===== src/rtl/acr_pkg.sv =====
// Purpose: Shared constants and types for the channel 6/7 trim registers
// Assumes: AHB-Lite slave, 32-bit data, registers are 16 bits wide
// Notes: Printed offsets are word indices; byte address is index times four
package acr_pkg;

    // ------------------------------------------------------------------
    // Register indices and byte addresses
    // ------------------------------------------------------------------
    localparam logic [7:0] ACR_IDX_CH6_GAIN_HIGH = 8'h2a;
    localparam logic [7:0] ACR_IDX_CH6_GAIN_LOW = 8'h2b;
    localparam logic [7:0] ACR_IDX_CH7_CONFIG = 8'h2c;
    localparam logic [7:0] ACR_IDX_CH7_OFFSET_HIGH = 8'h2d;
    localparam logic [7:0] ACR_IDX_CH7_OFFSET_LOW = 8'h2e;
    localparam logic [7:0] ACR_IDX_CH7_GAIN_HIGH = 8'h2f;
    localparam logic [7:0] ACR_IDX_CH7_GAIN_LOW = 8'h30;
    localparam int ACR_ADDR_WIDTH = 10;
    localparam int ACR_IDX_LSB = 2;

    // ------------------------------------------------------------------
    // Reset values and field layout
    // ------------------------------------------------------------------
    localparam logic [15:0] ACR_RST_GAIN_HIGH = 16'h8000;
    localparam logic [15:0] ACR_RST_ZERO = 16'h0000;
    localparam logic [7:0] ACR_RST_BYTE = 8'h00;
    localparam logic [9:0] ACR_RST_DELAY = 10'h000;
    localparam logic [1:0] ACR_RST_SELECT = 2'h0;
    localparam logic ACR_RST_BYPASS = 1'h0;
    localparam logic ACR_READY = 1'h1;
    localparam logic ACR_RESP_OKAY = 1'h0;
    localparam logic [2:0] ACR_CFG_RSVD = 3'h0;
    localparam logic [7:0] ACR_LOW_RSVD = 8'h00;
    localparam logic [15:0] ACR_PAD16 = 16'h0000;
    localparam int ACR_DELAY_MSB = 15;
    localparam int ACR_DELAY_LSB = 6;
    localparam int ACR_BYPASS_BIT = 2;
    localparam int ACR_SELECT_MSB = 1;
    localparam int ACR_SELECT_LSB = 0;
    localparam int ACR_LOW_MSB = 15;
    localparam int ACR_LOW_LSB = 8;

    // Input selection codes
    localparam logic [1:0] ACR_SEL_PINS = 2'h0;
    localparam logic [1:0] ACR_SEL_SHORT = 2'h1;
    localparam logic [1:0] ACR_SEL_TEST_POS = 2'h2;
    localparam logic [1:0] ACR_SEL_TEST_NEG = 2'h3;

    // AHB encodings
    localparam logic [1:0] ACR_HTRANS_NONSEQ = 2'h2;
    localparam logic [1:0] ACR_HTRANS_SEQ = 2'h3;

    // ------------------------------------------------------------------
    // Types
    // ------------------------------------------------------------------
    typedef struct packed {
        logic [9:0] ch7_sample_delay;
        logic ch7_dc_reject_bypass;
        logic [1:0] ch7_input_select;
    } acr_cfg_type;

    typedef struct packed {
        logic [23:0] ch6_gain;
        logic [23:0] ch7_offset;
        logic [23:0] ch7_gain;
    } acr_trim_type;

    typedef struct packed {
        logic [15:0] ch6_gain_word_high;
        logic [7:0] ch6_gain_word_low;
        acr_cfg_type cfg;
        logic [15:0] ch7_offset_word_high;
        logic [7:0] ch7_offset_word_low;
        logic [15:0] ch7_gain_word_high;
        logic [7:0] ch7_gain_word_low;
        logic wr_pend;
        logic [7:0] wr_idx;
        logic [31:0] rdata;
        acr_trim_type trim;
        acr_cfg_type cfg_out;
        logic bus_ready;
        logic bus_err;
    } acr_state_type;

endpackage : acr_pkg


===== src/rtl/acr_regs.sv =====
// Purpose: Channel 6 gain trim and channel 7 configuration/trim registers
// Assumes: AHB-Lite single word transfers; zero wait state slave
// Notes: Calibration words and channel 7 settings leave as registered outputs
// ----------------------------------------------------------------------
// Summary of operation
// - Channel 7 config bits 15:6 hold a signed 10-bit sample delay.
// - Config bit 2 set bypasses DC rejection for channel 7, clear follows global.
// - Config bits 1:0 pick pins, shorted inputs, or positive/negative test.
// - Config bits 5:3 are read-only zero.
// - Offset high holds bits 23:8 of the signed channel 7 offset trim.
// - Offset low bits 15:8 hold offset trim bits 7:0.
// - Gain high holds bits 23:8 of the unsigned channel 7 gain trim.
// - Gain low bits 15:8 hold channel 7 gain trim bits 7:0.
// - Channel 6 gain high holds bits 23:8 of its unsigned gain trim.
// - Channel 6 gain low bits 15:8 hold its gain trim bits 7:0.
// - Bits 7:0 of every low trim register read as zero.
// - Channel 7 gain high resets to unity 8000h and sits at index 2Fh.
// - Channel 7 config, offset and gain low reset to zero; config at 2Ch.
// - Channel 7 gain low is at 30h, offset high/low at 2Dh and 2Eh.
// - Channel 6 gain high sits at 2Ah and resets to 8000h.
//
// Register access over AHB-Lite was left to the implementer.
module acr_regs
    import acr_pkg::*;
(
    // Clock and reset
    input wire logic hclk,
    input wire logic hresetn,
    // AHB-Lite slave
    input wire logic hsel,
    input wire logic [ACR_ADDR_WIDTH-1:0] haddr,
    input wire logic [1:0] htrans,
    input wire logic hwrite,
    input wire logic [2:0] hsize,
    input wire logic hready,
    input wire logic [31:0] hwdata,
    output logic [31:0] hrdata,
    output logic hreadyout,
    output logic hresp,
    // Channel settings and trim words
    output acr_cfg_type ch7_config,
    output acr_trim_type trim_words
);

    // ------------------------------------------------------------------
    // State
    // ------------------------------------------------------------------
    acr_state_type st_ff;
    acr_state_type nxt_st;

    // Address phase qualifiers
    logic access;
    logic [7:0] rd_idx;
    // Data phase write strobes, one per register
    logic wr_ch6_gain_high;
    logic wr_ch6_gain_low;
    logic wr_ch7_config;
    logic wr_ch7_offset_high;
    logic wr_ch7_offset_low;
    logic wr_ch7_gain_high;
    logic wr_ch7_gain_low;
    // Read mux result and write data lane
    logic [15:0] rd_val;
    logic [15:0] wd;

    // ------------------------------------------------------------------
    // Next state
    // ------------------------------------------------------------------
    always_comb begin
        nxt_st = st_ff;
        wr_ch6_gain_high = 1'h0;
        wr_ch6_gain_low = 1'h0;
        wr_ch7_config = 1'h0;
        wr_ch7_offset_high = 1'h0;
        wr_ch7_offset_low = 1'h0;
        wr_ch7_gain_high = 1'h0;
        wr_ch7_gain_low = 1'h0;
        // Only NONSEQ and SEQ start a transfer; IDLE and BUSY are ignored
        access = hsel && hready &&
                 (htrans == ACR_HTRANS_NONSEQ || htrans == ACR_HTRANS_SEQ);
        rd_idx = haddr[ACR_ADDR_WIDTH-1:ACR_IDX_LSB];
        wd = hwdata[15:0];

        // --------------------------------------------------------------
        // Write strobes
        // --------------------------------------------------------------
        // The index was captured in the address phase; the data only
        // stands now, one cycle later, so the decode uses the held index
        if (st_ff.wr_pend) begin
            case (st_ff.wr_idx)
                ACR_IDX_CH6_GAIN_HIGH: begin
                    wr_ch6_gain_high = 1'h1;
                end
                ACR_IDX_CH6_GAIN_LOW: begin
                    wr_ch6_gain_low = 1'h1;
                end
                ACR_IDX_CH7_CONFIG: begin
                    wr_ch7_config = 1'h1;
                end
                ACR_IDX_CH7_OFFSET_HIGH: begin
                    wr_ch7_offset_high = 1'h1;
                end
                ACR_IDX_CH7_OFFSET_LOW: begin
                    wr_ch7_offset_low = 1'h1;
                end
                ACR_IDX_CH7_GAIN_HIGH: begin
                    wr_ch7_gain_high = 1'h1;
                end
                ACR_IDX_CH7_GAIN_LOW: begin
                    wr_ch7_gain_low = 1'h1;
                end
                default: begin
                    // Unmapped writes are dropped; the response stays OKAY
                end
            endcase
        end

        // --------------------------------------------------------------
        // Register updates
        // --------------------------------------------------------------
        // Low registers keep only their upper byte; the reserved byte has
        // no storage, so a write there cannot leave a stale bit behind
        if (wr_ch6_gain_high) begin
            nxt_st.ch6_gain_word_high = wd;
        end
        if (wr_ch6_gain_low) begin
            nxt_st.ch6_gain_word_low =
                wd[ACR_LOW_MSB:ACR_LOW_LSB];
        end
        if (wr_ch7_config) begin
            // Bits 5:3 of the write data are never looked at
            nxt_st.cfg.ch7_sample_delay =
                wd[ACR_DELAY_MSB:ACR_DELAY_LSB];
            nxt_st.cfg.ch7_dc_reject_bypass = wd[ACR_BYPASS_BIT];
            nxt_st.cfg.ch7_input_select =
                wd[ACR_SELECT_MSB:ACR_SELECT_LSB];
        end
        if (wr_ch7_offset_high) begin
            nxt_st.ch7_offset_word_high = wd;
        end
        if (wr_ch7_offset_low) begin
            nxt_st.ch7_offset_word_low =
                wd[ACR_LOW_MSB:ACR_LOW_LSB];
        end
        if (wr_ch7_gain_high) begin
            nxt_st.ch7_gain_word_high = wd;
        end
        if (wr_ch7_gain_low) begin
            nxt_st.ch7_gain_word_low =
                wd[ACR_LOW_MSB:ACR_LOW_LSB];
        end

        // A write is remembered for exactly one cycle, its data phase
        nxt_st.wr_pend = access && hwrite;
        nxt_st.wr_idx = rd_idx;

        // --------------------------------------------------------------
        // Read decode
        // --------------------------------------------------------------
        // Reserved bits are fixed zero, not storage
        case (rd_idx)
            ACR_IDX_CH6_GAIN_HIGH: begin
                rd_val = st_ff.ch6_gain_word_high;
            end
            ACR_IDX_CH6_GAIN_LOW: begin
                rd_val = {st_ff.ch6_gain_word_low, ACR_LOW_RSVD};
            end
            ACR_IDX_CH7_CONFIG: begin
                rd_val = {st_ff.cfg.ch7_sample_delay, ACR_CFG_RSVD,
                          st_ff.cfg.ch7_dc_reject_bypass,
                          st_ff.cfg.ch7_input_select};
            end
            ACR_IDX_CH7_OFFSET_HIGH: begin
                rd_val = st_ff.ch7_offset_word_high;
            end
            ACR_IDX_CH7_OFFSET_LOW: begin
                rd_val = {st_ff.ch7_offset_word_low, ACR_LOW_RSVD};
            end
            ACR_IDX_CH7_GAIN_HIGH: begin
                rd_val = st_ff.ch7_gain_word_high;
            end
            ACR_IDX_CH7_GAIN_LOW: begin
                rd_val = {st_ff.ch7_gain_word_low, ACR_LOW_RSVD};
            end
            default: begin
                rd_val = ACR_RST_ZERO;
            end
        endcase
        if (access && !hwrite) begin
            nxt_st.rdata = {ACR_PAD16, rd_val};
        end

        // Joined words are built from the next register values, so the
        // outputs stay flopped yet change on the same edge as the register
        nxt_st.trim.ch6_gain = {nxt_st.ch6_gain_word_high,
                                nxt_st.ch6_gain_word_low};
        nxt_st.trim.ch7_offset = {nxt_st.ch7_offset_word_high,
                                  nxt_st.ch7_offset_word_low};
        nxt_st.trim.ch7_gain = {nxt_st.ch7_gain_word_high,
                                nxt_st.ch7_gain_word_low};
        nxt_st.cfg_out = nxt_st.cfg;

        // Zero wait states: every transfer completes in its first data
        // phase cycle and always with an OKAY response
        nxt_st.bus_ready = ACR_READY;
        nxt_st.bus_err = ACR_RESP_OKAY;
    end

    // ------------------------------------------------------------------
    // Registers
    // ------------------------------------------------------------------
    always_ff @(posedge hclk or negedge hresetn) begin
        if (!hresetn) begin
            st_ff.ch6_gain_word_high <= ACR_RST_GAIN_HIGH;
            st_ff.ch6_gain_word_low <= ACR_RST_BYTE;
            st_ff.cfg.ch7_sample_delay <= ACR_RST_DELAY;
            st_ff.cfg.ch7_dc_reject_bypass <= ACR_RST_BYPASS;
            st_ff.cfg.ch7_input_select <= ACR_RST_SELECT;
            st_ff.ch7_offset_word_high <= ACR_RST_ZERO;
            st_ff.ch7_offset_word_low <= ACR_RST_BYTE;
            st_ff.ch7_gain_word_high <= ACR_RST_GAIN_HIGH;
            st_ff.ch7_gain_word_low <= ACR_RST_BYTE;
            st_ff.wr_pend <= 1'b0;
            st_ff.wr_idx <= ACR_RST_BYTE;
            st_ff.rdata <= {ACR_PAD16, ACR_RST_ZERO};
            st_ff.trim.ch6_gain <= {ACR_RST_GAIN_HIGH, ACR_RST_BYTE};
            st_ff.trim.ch7_offset <= {ACR_RST_ZERO, ACR_RST_BYTE};
            st_ff.trim.ch7_gain <= {ACR_RST_GAIN_HIGH, ACR_RST_BYTE};
            st_ff.cfg_out.ch7_sample_delay <= ACR_RST_DELAY;
            st_ff.cfg_out.ch7_dc_reject_bypass <= ACR_RST_BYPASS;
            st_ff.cfg_out.ch7_input_select <= ACR_RST_SELECT;
            // The slave reads as ready even while held in reset
            st_ff.bus_ready <= ACR_READY;
            st_ff.bus_err <= ACR_RESP_OKAY;
        end else begin
            st_ff <= nxt_st;
        end
    end

    // ------------------------------------------------------------------
    // Outputs
    // ------------------------------------------------------------------
    // Every output is a field of the state register, so none of them
    // carries a combinational path from the bus inputs
    assign hrdata = st_ff.rdata;
    assign hreadyout = st_ff.bus_ready;
    assign hresp = st_ff.bus_err;
    assign ch7_config = st_ff.cfg_out;
    assign trim_words = st_ff.trim;

endmodule : acr_regs


===== config.mk =====
export PLATFORM = sky130hd
export DESIGN_NAME = acr_regs
export DESIGN_NICKNAME = d
export VERILOG_FILES = /design/src/rtl/acr_pkg.sv /design/src/rtl/acr_regs.sv
export SDC_FILE = /design/constraint.sdc
export NUM_CORES = 1
export LEC_CHECK = 0
export BUFFER_PORTS_ARGS = -buffer_cell sky130_fd_sc_hd__buf_2
export CAP_MARGIN = 20
export CORE_MARGIN = 2
export CORE_UTILIZATION = 50
export CTS_BUF_LIST = sky130_fd_sc_hd__clkbuf_4
export DETAILED_ROUTE_END_ITERATION = 7
export GPL_ROUTABILITY_DRIVEN = 0
export PLACE_DENSITY = 0.78
export SLEW_MARGIN = 20
export SYNTH_ARGS = -nofsm -noshare
export SYNTH_HDL_FRONTEND = slang
export SYNTH_SLANG_ARGS = --single-unit

===== constraint.sdc =====
create_clock -name hclk -period 6.1 [get_ports hclk]
set_input_delay 1.22 -clock hclk [delete_from_list [all_inputs] [get_ports hclk]]
set_output_delay 1.22 -clock hclk [all_outputs]
set_load 0.05 [all_outputs]

# [After elaboration in Yosys (flattened, before gate mapping)]
# Cells that the tools add are included.
[op_classes] eq_ne=16 n_mux=21 n_reduce_logical=6
[op_table] operator="$eq 8x6->1 const B" count=14
[op_table] operator="$pmux 16 s7" count=1
[op_table] operator="$mux 16" count=3
[op_table] operator="$mux 8" count=3
[op_table] operator="$mux 1" count=14
[op_table] operator="$eq 2x2->1 const B" count=2
[op_table] operator="$logic_and 1x1->1" count=4
[op_table] operator="$logic_not 1->1" count=1
[op_table] operator="$logic_or 1x1->1" count=1
[word_totals] register_bits=182 input_bits=52 out_inout_bits=119

# [Longest topological paths before layout]
# Gate-level depths: netlist of run 1.
[logic_depth] ltp_word=4 depth_mapped=7 depth_no_buf=5

# [Worst setup path after synthesis of run 1]
# Ideal clock, no wire load.
[synth_timing] kind="input-to-reg" startpoint="input haddr[2]" endpoint="register st_ff, in the netlist hrdata[10]" setup_ps=78 t_arrival_ps=2462 required_ps=6022 setup_slack_ps=3561 path_stages=7 n_path_buf=2 cell_sequence="clkbuf_1 -> nor3_1 -> buf_2 -> nand4_1 -> a31oi_1 -> a21oi_1 -> a21oi_1"
[synth_via] elab_chain_cells=2 word_cells_on_any_way=8
[synth_rtl] item="start: declaration" line="acr_regs.sv:31" source="input wire logic [ACR_ADDR_WIDTH-1:0] haddr,"
[synth_rtl] item="$eq 8x6->1" line="acr_regs.sv:161" source="case (rd_idx)"
[synth_rtl] item="$pmux 16 s7 (*)" line="acr_regs.sv:161"
[synth_rtl] item="end signal: assignment" line="acr_regs.sv:236" source="st_ff <= nxt_st;"
[synth_rtl] item="end: declaration" line="acr_regs.sv:48" source="acr_state_type st_ff;"
# Mark *: on every way between the ends. The rest lies on a longest branch, timed or not.
# A chain may end at the register's enable or synchronous reset.

# [Worst setup path in the final report of run 1]
# Ends and elaborated chain as after synthesis.

==> results of run 1 <==
[layer usage]
layer | up-vias | share of wire
met4 | 0 | 0.020
met5 | - | 0
met2 | 149 | 0.48
li1 | 1645 | -
met1 | 1858 | 0.43
met3 | 21 | 0.069
[synth_stat cells]
master,count
sky130_fd_sc_hd__dfstp_2,2
sky130_fd_sc_hd__nand3_1,19
sky130_fd_sc_hd__and3_1,2
sky130_fd_sc_hd__a22oi_1,12
sky130_fd_sc_hd__nand4bb_1,1
sky130_fd_sc_hd__buf_4,120
sky130_fd_sc_hd__a31o_2,1
sky130_fd_sc_hd__o21ai_0,14
sky130_fd_sc_hd__o22ai_1,3
sky130_fd_sc_hd__nor3b_2,1
sky130_fd_sc_hd__nor3b_4,1
sky130_fd_sc_hd__dfrtp_1,108
sky130_fd_sc_hd__and4bb_2,1
sky130_fd_sc_hd__conb_1,2
sky130_fd_sc_hd__nand4b_1,1
sky130_fd_sc_hd__and2_1,3
sky130_fd_sc_hd__clkbuf_1,15
sky130_fd_sc_hd__and4b_1,2
sky130_fd_sc_hd__nor2b_1,1
sky130_fd_sc_hd__nor2_1,2
sky130_fd_sc_hd__buf_1,3
sky130_fd_sc_hd__a22o_1,7
sky130_fd_sc_hd__mux2i_1,7
sky130_fd_sc_hd__nand3b_1,10
sky130_fd_sc_hd__a21oi_1,22
sky130_fd_sc_hd__buf_6,1
sky130_fd_sc_hd__nor3b_1,1
sky130_fd_sc_hd__a31oi_1,1
sky130_fd_sc_hd__nor3_1,2
sky130_fd_sc_hd__a221oi_1,7
sky130_fd_sc_hd__o221ai_1,1
sky130_fd_sc_hd__a32oi_1,3
sky130_fd_sc_hd__nand3_2,1
sky130_fd_sc_hd__nand2_1,14
sky130_fd_sc_hd__mux2_2,93
sky130_fd_sc_hd__buf_2,4
sky130_fd_sc_hd__and4_1,2
sky130_fd_sc_hd__nand2b_1,1
sky130_fd_sc_hd__nand4_1,1
[cells by family after synthesis]
| family | share of synthesized area |
|---|---|
| buffers and inverters | 0.1738 |
| flip-flops | 0.4791 |
| multiplexers | 0.1943 |
| AO/OA/AOI/OAI | 0.08029 |
| AND/OR/NAND/NOR | 0.07115 |
| other | 0.001306 |
[cells in the final DEF (no fill, tap or decap), types with 3 or more instances in the layout]
cell | netlist | layout
sky130_fd_sc_hd__a221oi_1 | 7 | 7
sky130_fd_sc_hd__nand3_1 | 19 | 19
sky130_fd_sc_hd__dfrtp_1 | 108 | 108
sky130_fd_sc_hd__nand2_1 | 14 | 14
sky130_fd_sc_hd__buf_4 | 120 | 4
sky130_fd_sc_hd__mux2_2 | 93 | 93
sky130_fd_sc_hd__o21ai_0 | 14 | 14
sky130_fd_sc_hd__clkbuf_4 | 0 | 9
sky130_fd_sc_hd__buf_2 | 4 | 129
sky130_fd_sc_hd__a22oi_1 | 12 | 12
sky130_fd_sc_hd__a32oi_1 | 3 | 3
sky130_fd_sc_hd__o22ai_1 | 3 | 3
sky130_fd_sc_hd__clkinv_1 | 0 | 3
sky130_fd_sc_hd__a21oi_1 | 22 | 22
sky130_fd_sc_hd__conb_1 | 2 | 18
sky130_fd_sc_hd__nand3b_1 | 10 | 10
sky130_fd_sc_hd__and2_1 | 3 | 3
sky130_fd_sc_hd__a22o_1 | 7 | 7
sky130_fd_sc_hd__mux2i_1 | 7 | 7
[power by group]
part,internal (mW),switching [mW]
Sequential,0.752,0.0175
Clock,0.0810,0.236
Combinational,0.0453,0.152
Total,0.878,0.406
[layout make-up]
| type | instances | area (um^2) |
|---|---|---|
| multi-input cells | 255 | 2056 |
| flip-flops and latches | 110 | 2755 |
| clock buffers | 9 | 67.56 |
| clock inverters | 7 | 40.04 |
| repair buffers | 133 | 675.6 |
| fillers | 1019 | 5548 |
| well taps | 143 | 178.9 |
[metrics by stage]
stage	setup WS, ps	instances	cell area (um^2)	hold WS [ps]	util
global route	3209	657	5773	538.2	0.5099
detailed placement	2874	641	5665	473.9	0.5004
floorplan	3561	508	5811	451.0	-
CTS	3364	657	5773	507.9	0.5099
finish	3287	657	5773	503.2	0.5099
global placement	2968	641	5665	461.8	0.5004
[path summary, 6_finish.rpt]
kind / to / cells after the start / slack, ps / from
setup / recovery: hrdata[10] / 7 / 3290 / haddr[2]
hold / removal: hrdata[9] / 2 / 500 / hrdata[9]
setup reg to reg: trim_words[56] / 5 / 3510 / st_ff[125]
hold reg to reg: hrdata[9] / 2 / 500 / hrdata[9]
max in group asynchronous: trim_words[28] / 2 / 4080 / hresetn
min in group asynchronous: trim_words[20] / 1 / 760 / hresetn
[worst max-delay path: cells and delay by family]
kind	cells	cell delay, ps
buffers and inverters	2	590
AOI/OAI and AO/OA	3	930
and+or+nand+nor	2	440
[sequential cells by signal (all words and copies together) (netlist names)]
signal / flops
ch7_config: 13
hrdata: 16
trim_words: 69
st_ff: 12
==> results, run 1 <==
- The H-tree was split into 3 levels.
- The HPWL after detailed placement is ~8.9 mm.
- The fmax is between 300 and 400 MHz.
- The worst pin sits at a relative slew slack of 0.2615.
- The number of buffers inserted for hold repair after clock tree synthesis is 0.
- Max-cap violations in this run came to 0.
- The number of max-slew violations in the final report was 0.
- The most numerous cell on the critical path is sky130_fd_sc_hd__a21oi_1.
- The synthesis-to-finish area growth is 0.3917%.
- The number of setup buffers added after CTS is 0.
- The total DRC errors in the routed layout is 0.
- Summed over all instances, the cell type with the most area after synthesis is sky130_fd_sc_hd__dfrtp_1.
- The design draws approximately 1.3 mW.
- The worst min-delay path class is reg2reg.
- The aggregate negative setup slack is 0 ps.
- The register area share after synthesis is 0.4791.
- The clock tree from TritonCTS is yes.
- Yosys attributes the largest share of cell area to sky130_fd_sc_hd__dfrtp_1, sky130_fd_sc_hd__mux2_2, sky130_fd_sc_hd__buf_4.
- The number of standard cells after synthesis is around 490.
- The number of global-route vias before repair was ~3700.
- Walking the worst path, the cells encountered are buf_2 -> nor3_1 -> buf_4 -> nand4_1 -> a31oi_1 -> a21oi_1 -> a21oi_1.
- The wire length of the first global-routing pass is between 20 and 25 mm.
- The largest fanout on the critical path is 35.
- The ratio of final minimum period to clock period is 0.4611.
- The total of warnings raised by yosys is 0.
- The synthesized netlist contains 39 unique library cells.
- In this run the standard cell core region covers approximately 11000 um^2.
- The slowest stage cell on the critical path is sky130_fd_sc_hd__a31oi_1.
- The number of gates resized after CTS was 0.
- The mean instance size in the synthesized netlist is 11.69 um^2.
- Setup violations remaining at the end of the flow were counted as 0.
- The layer flagged by global routing as most heavily used is met2.
- The number of input and output port buffers inserted is 130.
- The critical path is of the in2reg type.
- The layout cell share with drive strength beyond 1 is 0.4786.
- In this run, CTS created clock tree buffers numbering 9.
- The largest buffer count on any clock path is 2.
- After the first detailed-routing iteration, the DRC count stood at between 200 and 250.
- The fraction of post-synthesis cell area in the top cell type by area is 0.4700.
- The tree built by TritonCTS fans out to 110 sinks.
- The final layout contains ~560 nets.
- The time the final worst path needs with I/O delays and setup is ~2800 ps.
- The global routing met3 resource utilization is 0.05030.
- The worst setup path is captured at a flop.
- For met1 alone, demand over resource in global routing was 0.2909.
- The number of hold-slack violations in the final timing report is 0.
- Summed over all layers, the routed wires come to about 13 mm.
- The I/O pin count is roughly 170.
- The width of the die is between 100 and 150 um.
- In this run the remaining antenna-violating nets after routing total 0.
- The startpoint kind of the worst setup timing path is an input pin.
- The post-synthesis instance area is approximately 5800 um^2.
- The site row count is 39.
- The maximum number of pins on one net before global-route repair is 63.
- The floorplan step set the die height to 111.2 um.
- Data on the critical path arrives at its endpoint at ~3200 ps.
- The count of antenna diodes in the layout is 0.
- The flow ran to the end, and the final reports show no timing, DRC or antenna violations.
- Across all layers, the routed design uses 3673 vias.
- After synthesis the netlist holds a flip-flop and latch count of 110.
- In this run the clock root is driven by a sky130_fd_sc_hd__clkbuf_4.
- The worst voltage drop across the vdd grid is 0.1155 mV.
- The die covers roughly 12000 um^2.
- For the worst setup path, the data required time is between 6000 and 7000 ps.
- At the pin with the least slew margin, the transition time is 1107 ps.
- For this run, global-route usage on met2 was measured as 0.3565.
- The clock tree skew after final layout is just over 9 ps.
- The static power due to leakage is 2.743 nW.
- For this run, the slowest stage of the critical path takes 660 ps.
- The total power per unit cell area is 222.5 nW/um^2.
- The initial antenna violation count is 0.
- In the final routed layout, each cell accounts on average for approximately 20 um.
- Before antenna repair, the detailed router went through 6 iterations.
- Clock-pin slew was measured on the worst setup and hold paths at ~160 ps.
- The initial core utilization is 0.5080.
- The clock insertion delay at the later pin of the skew report is between 400 and 500 ps.
- Setup repair after global routing left no endpoint under its margin.
- The total grt overflow is 0.
- After detailed routing, the number of vias per cell comes to 5.591.
- The total global routing track utilization is 0.2184.
Note: power is estimated with default switching activity, not from simulation.
==> inputs of run 2 (changes only) <==
ABC_AREA = 1   (was default)
clock period = 2.9 ns   (was 6.1 ns; I/O delays follow)
==> results, run 2 <==
- Setup violations remaining at the end of the flow were counted as 0.
- The critical path goes through buf_2.
- The max-slew headroom at the worst pin is 0.5708.
- The switching power is ~0.77 mW.
- In the synthesized netlist the async set-or-reset flop fraction comes to 1.000.
- The total via count after detailed routing is 4530.
- Of the post-synthesis cell area, the dominant cell type holds 0.4637.
- In the global route stage, overall resource usage came out at 0.2254.
- The number of DRC markers after the initial detailed-route iteration is 356.
- Among all flip-flop cells after synthesis, the most frequent one is sky130_fd_sc_hd__dfrtp_1.
- The largest individual stage delay along the critical path comes from the cell sky130_fd_sc_hd__dfstp_2.
- At the pin with the least slew margin, the transition time is 641.5 ps.
- The most instantiated library cell after synthesis is sky130_fd_sc_hd__nand2_1.
- The total number of H-tree levels is 3.
- The combinational group share of total power is 0.118.
- The library cells used most frequently in the layout, excluding fill and tap cells, are sky130_fd_sc_hd__nand2_1, sky130_fd_sc_hd__buf_2, sky130_fd_sc_hd__dfrtp_1.
- By area the synthesized netlist is led by sky130_fd_sc_hd__dfrtp_1, sky130_fd_sc_hd__buf_4, sky130_fd_sc_hd__nand2_1.
- After detailed routing, the total wire length is 13.60 mm.
- The total of warnings raised by yosys is 0.
- The largest incremental delay on the critical path is approximately 580 ps.
- The clock slew at the register clock pins of the worst setup and hold paths is between 150 and 200 ps.
- The post-placement cell area is 5801 um^2.
- The finished cells cover around 5900 um^2.
- The detail route stage leaves a number of antenna-violating nets equal to 0.
- The clock insertion delay at the later pin of the skew report is 460 ps.
- The mean instance size in the synthesized netlist is approximately 8 um^2.
- The number of buffer and inverter stages on the critical path is 1.
- The worst min-delay path class is in2async.
- The max-capacitance violation count is 0.
- After synthesis, the most frequently instantiated cells are sky130_fd_sc_hd__nand2_1, sky130_fd_sc_hd__buf_4, sky130_fd_sc_hd__dfrtp_1, sky130_fd_sc_hd__o21ai_0, sky130_fd_sc_hd__nand3_1.
- The post-CTS setup buffer count is 0.
- Dividing the detail-routed wire length by the instance count gives approximately 15 um.
- Static timing analysis puts the maximum clock frequency at between 500 and 600 MHz.
- The floorplan step set the die width to between 100 and 150 um.
- The number of max-slew violations in the final report is 0.
- The largest fanout on the critical path is 3.
- The critical setup path kind is reg2out.
- The tree is rooted in a sky130_fd_sc_hd__clkbuf_4.
- Of the total power, the clock network draws 0.262.
- After the last flow step, the layout net total stands at around 810.
- In this run, synthesis inferred 0 flip-flops with an integrated enable.
- The number of clock buffers added by TritonCTS is 9.
- The leading cell type in the layout, fill and taps excluded is sky130_fd_sc_hd__nand2_1.
- The maximum number of pins on one net before global-route repair is 45.
- In this run the power density over the cells is around 430 nW/um^2.
- The time the final worst path needs with I/O delays and setup is roughly 1900 ps.
- Dividing the final minimum period by the clock period gives 0.6564.
- The die covers around 13000 um^2.
- For the worst setup path, the data required time is 2320 ps.
- The sequential fraction of design power is 0.620.
- Synthesis produced about 730 cells.
- The flow ran to the end, and the final reports show no timing, DRC or antenna violations.
- The number of hold-slack violations in the final timing report is 0.
- The total DRC errors in the routed layout is 0.
- The worst voltage drop across the vdd grid is 0.1847 mV.
- In this run the deepest clock path goes through 2 buffers.
- The site row count is 39.
- The arrival time at the worst endpoint is ~1300 ps.
- Setup repair after global routing left no endpoint under its margin.
- TritonCTS built the clock tree.
- The initial core utilization is 0.5104.
- The family of cells with the greatest summed delay on the critical path is flip-flops.
- The area growth from synthesis to layout is 1.438%.
- Once the clock tree was built, the resizer swapped 0 gates to a different size.
- The worst setup path is launched from a flop.
- The height of the die is approximately 110 um.
- After detailed routing, the number of vias per cell comes to ~5.0.
- Between clock sinks in the finished design, the worst skew comes to roughly 10 ps.
- The initial antenna violation count came to 1.
- The clock sink total is 110.
- The register with the most flip-flops in the layout has ~70 of them.
- The cell internal power dissipation is 1.789 mW.
- The number of buffers inserted for hold repair after clock tree synthesis is 0.
- The library cell occupying the most area in the post-synthesis netlist is sky130_fd_sc_hd__dfrtp_1.
- The first detailed-routing pass ran for 5 iterations.
- The register area share after synthesis is 0.4727.
- The layout cell share with drive strength beyond 1 is 0.2126.
- The HPWL after detailed placement is about 10 mm.
- Pin placement for this block handled around 170 I/O pins.
- The layout has 1136 filler cells.
- The unique cell type count in the Yosys netlist is 19.
- Port buffering added 130 buffers.
- The post-synthesis instance area is 5828 um^2.
- After global routing the overflow that remains totals 0.
- The share of total power consumed by net switching is 0.3007.
- The static power due to leakage is 3.473 nW.
- The wire length of the first global-routing pass is 22.16 mm.
- The total area inside the core boundary comes to 11420 um^2.
- In this run, synthesis produced a sequential element count of 110.
- The number of global-route vias before repair is approximately 4300.
- Summed over all failing endpoints, the final setup total negative slack is 0 ps.
- STA classifies the critical path endpoint as an output pin.
## run 2: cell types whose count changed after synthesis, sizes merged, moves of 22 or more
cell / before / now
o21ai: 14 / 87
mux2: 93 / 0
nand3: 20 / 73
nand2: 14 / 191
a21oi: 22 / 0
nor2: 2 / 40
inv: 0 / 72
## run 2: final timing paths
check / start / endpoint / slack, ps / cells past startpoint
worst max-delay path: st_ff[212] / trim_words[71] / 1000 / 1
worst min-delay path: hresetn / trim_words[56] / 100 / 1
worst max register to register: st_ff[123] / ch7_config[5] / 1060 / 3
worst min register to register: hrdata[3] / hrdata[3] / 500 / 2
max in group asynchronous: hresetn / hrdata[12] / 2030 / 2
min in group hclk: haddr[9] / st_ff[126] / 220 / 1
## run 2: cells by family after synthesis
group	share of synthesized area
AND/OR/NAND/NOR	0.2282
buffers and inverters	0.2205
flip-flops	0.4727
AO/OA/AOI/OAI	0.07729
other	0.001289
## run 2: metal layers
layer | vias up | wire, um | part of all wire | track usage
li1 | 2221 | - | - | -
met1 | 2110 | 6226 | 0.46 | 0.3274
met2 | 179 | 6126 | 0.45 | 0.3329
met3 | 20 | 1006 | 0.074 | 0.05389
met4 | 0 | 241 | 0.018 | 0.08049
met5 | - | 0 | 0 | 0
## run 2: area by class of cell
| class | count | area, um^2 | share of cell area |
|---|---|---|---|
| repair buffers | 141 | 748.2 | 0.1266 |
| clock inverters | 7 | 41.29 | 0.006984 |
| flip-flops and latches | 110 | 2755 | 0.4660 |
| well taps | 143 | 178.9 | 0.03026 |
| diodes | 1 | 2.502 | 0.0004233 |
| inverters | 72 | 270.3 | 0.04571 |
| clock buffers | 9 | 67.56 | 0.01143 |
| multi-input cells | 423 | 1848 | 0.3126 |
## run 2: power by group through the flow
stage / sequential, mW / combinational, mW / clock, mW
4_1_cts: 1.59 / 0.304 / 0.688
3_5_place_dp: 1.61 / 0.303 / 0
5_1_grt: 1.59 / 0.328 / 0.753
3_3_place_gp: 1.61 / 0.300 / 0
6_report: 1.59 / 0.301 / 0.671
2_1_floorplan: 1.61 / 0.247 / 0
## run 2: metrics by stage
| stage | util | hold WS (ps) | setup slack, ps | total power, mW | std cells |
|---|---|---|---|---|---|
| floorplan | - | 284.4 | 1295 | 1.855 | 748 |
| global placement | 0.5080 | 460.0 | 817.4 | 1.913 | 889 |
| detailed placement | 0.5080 | 460.6 | 800.3 | 1.918 | 889 |
| CTS | 0.5175 | 82.67 | 966.7 | 2.578 | 905 |
| global route | 0.5178 | 97.08 | 796.0 | 2.671 | 906 |
| finish | 0.5178 | 97.49 | 996.5 | 2.559 | 906 |
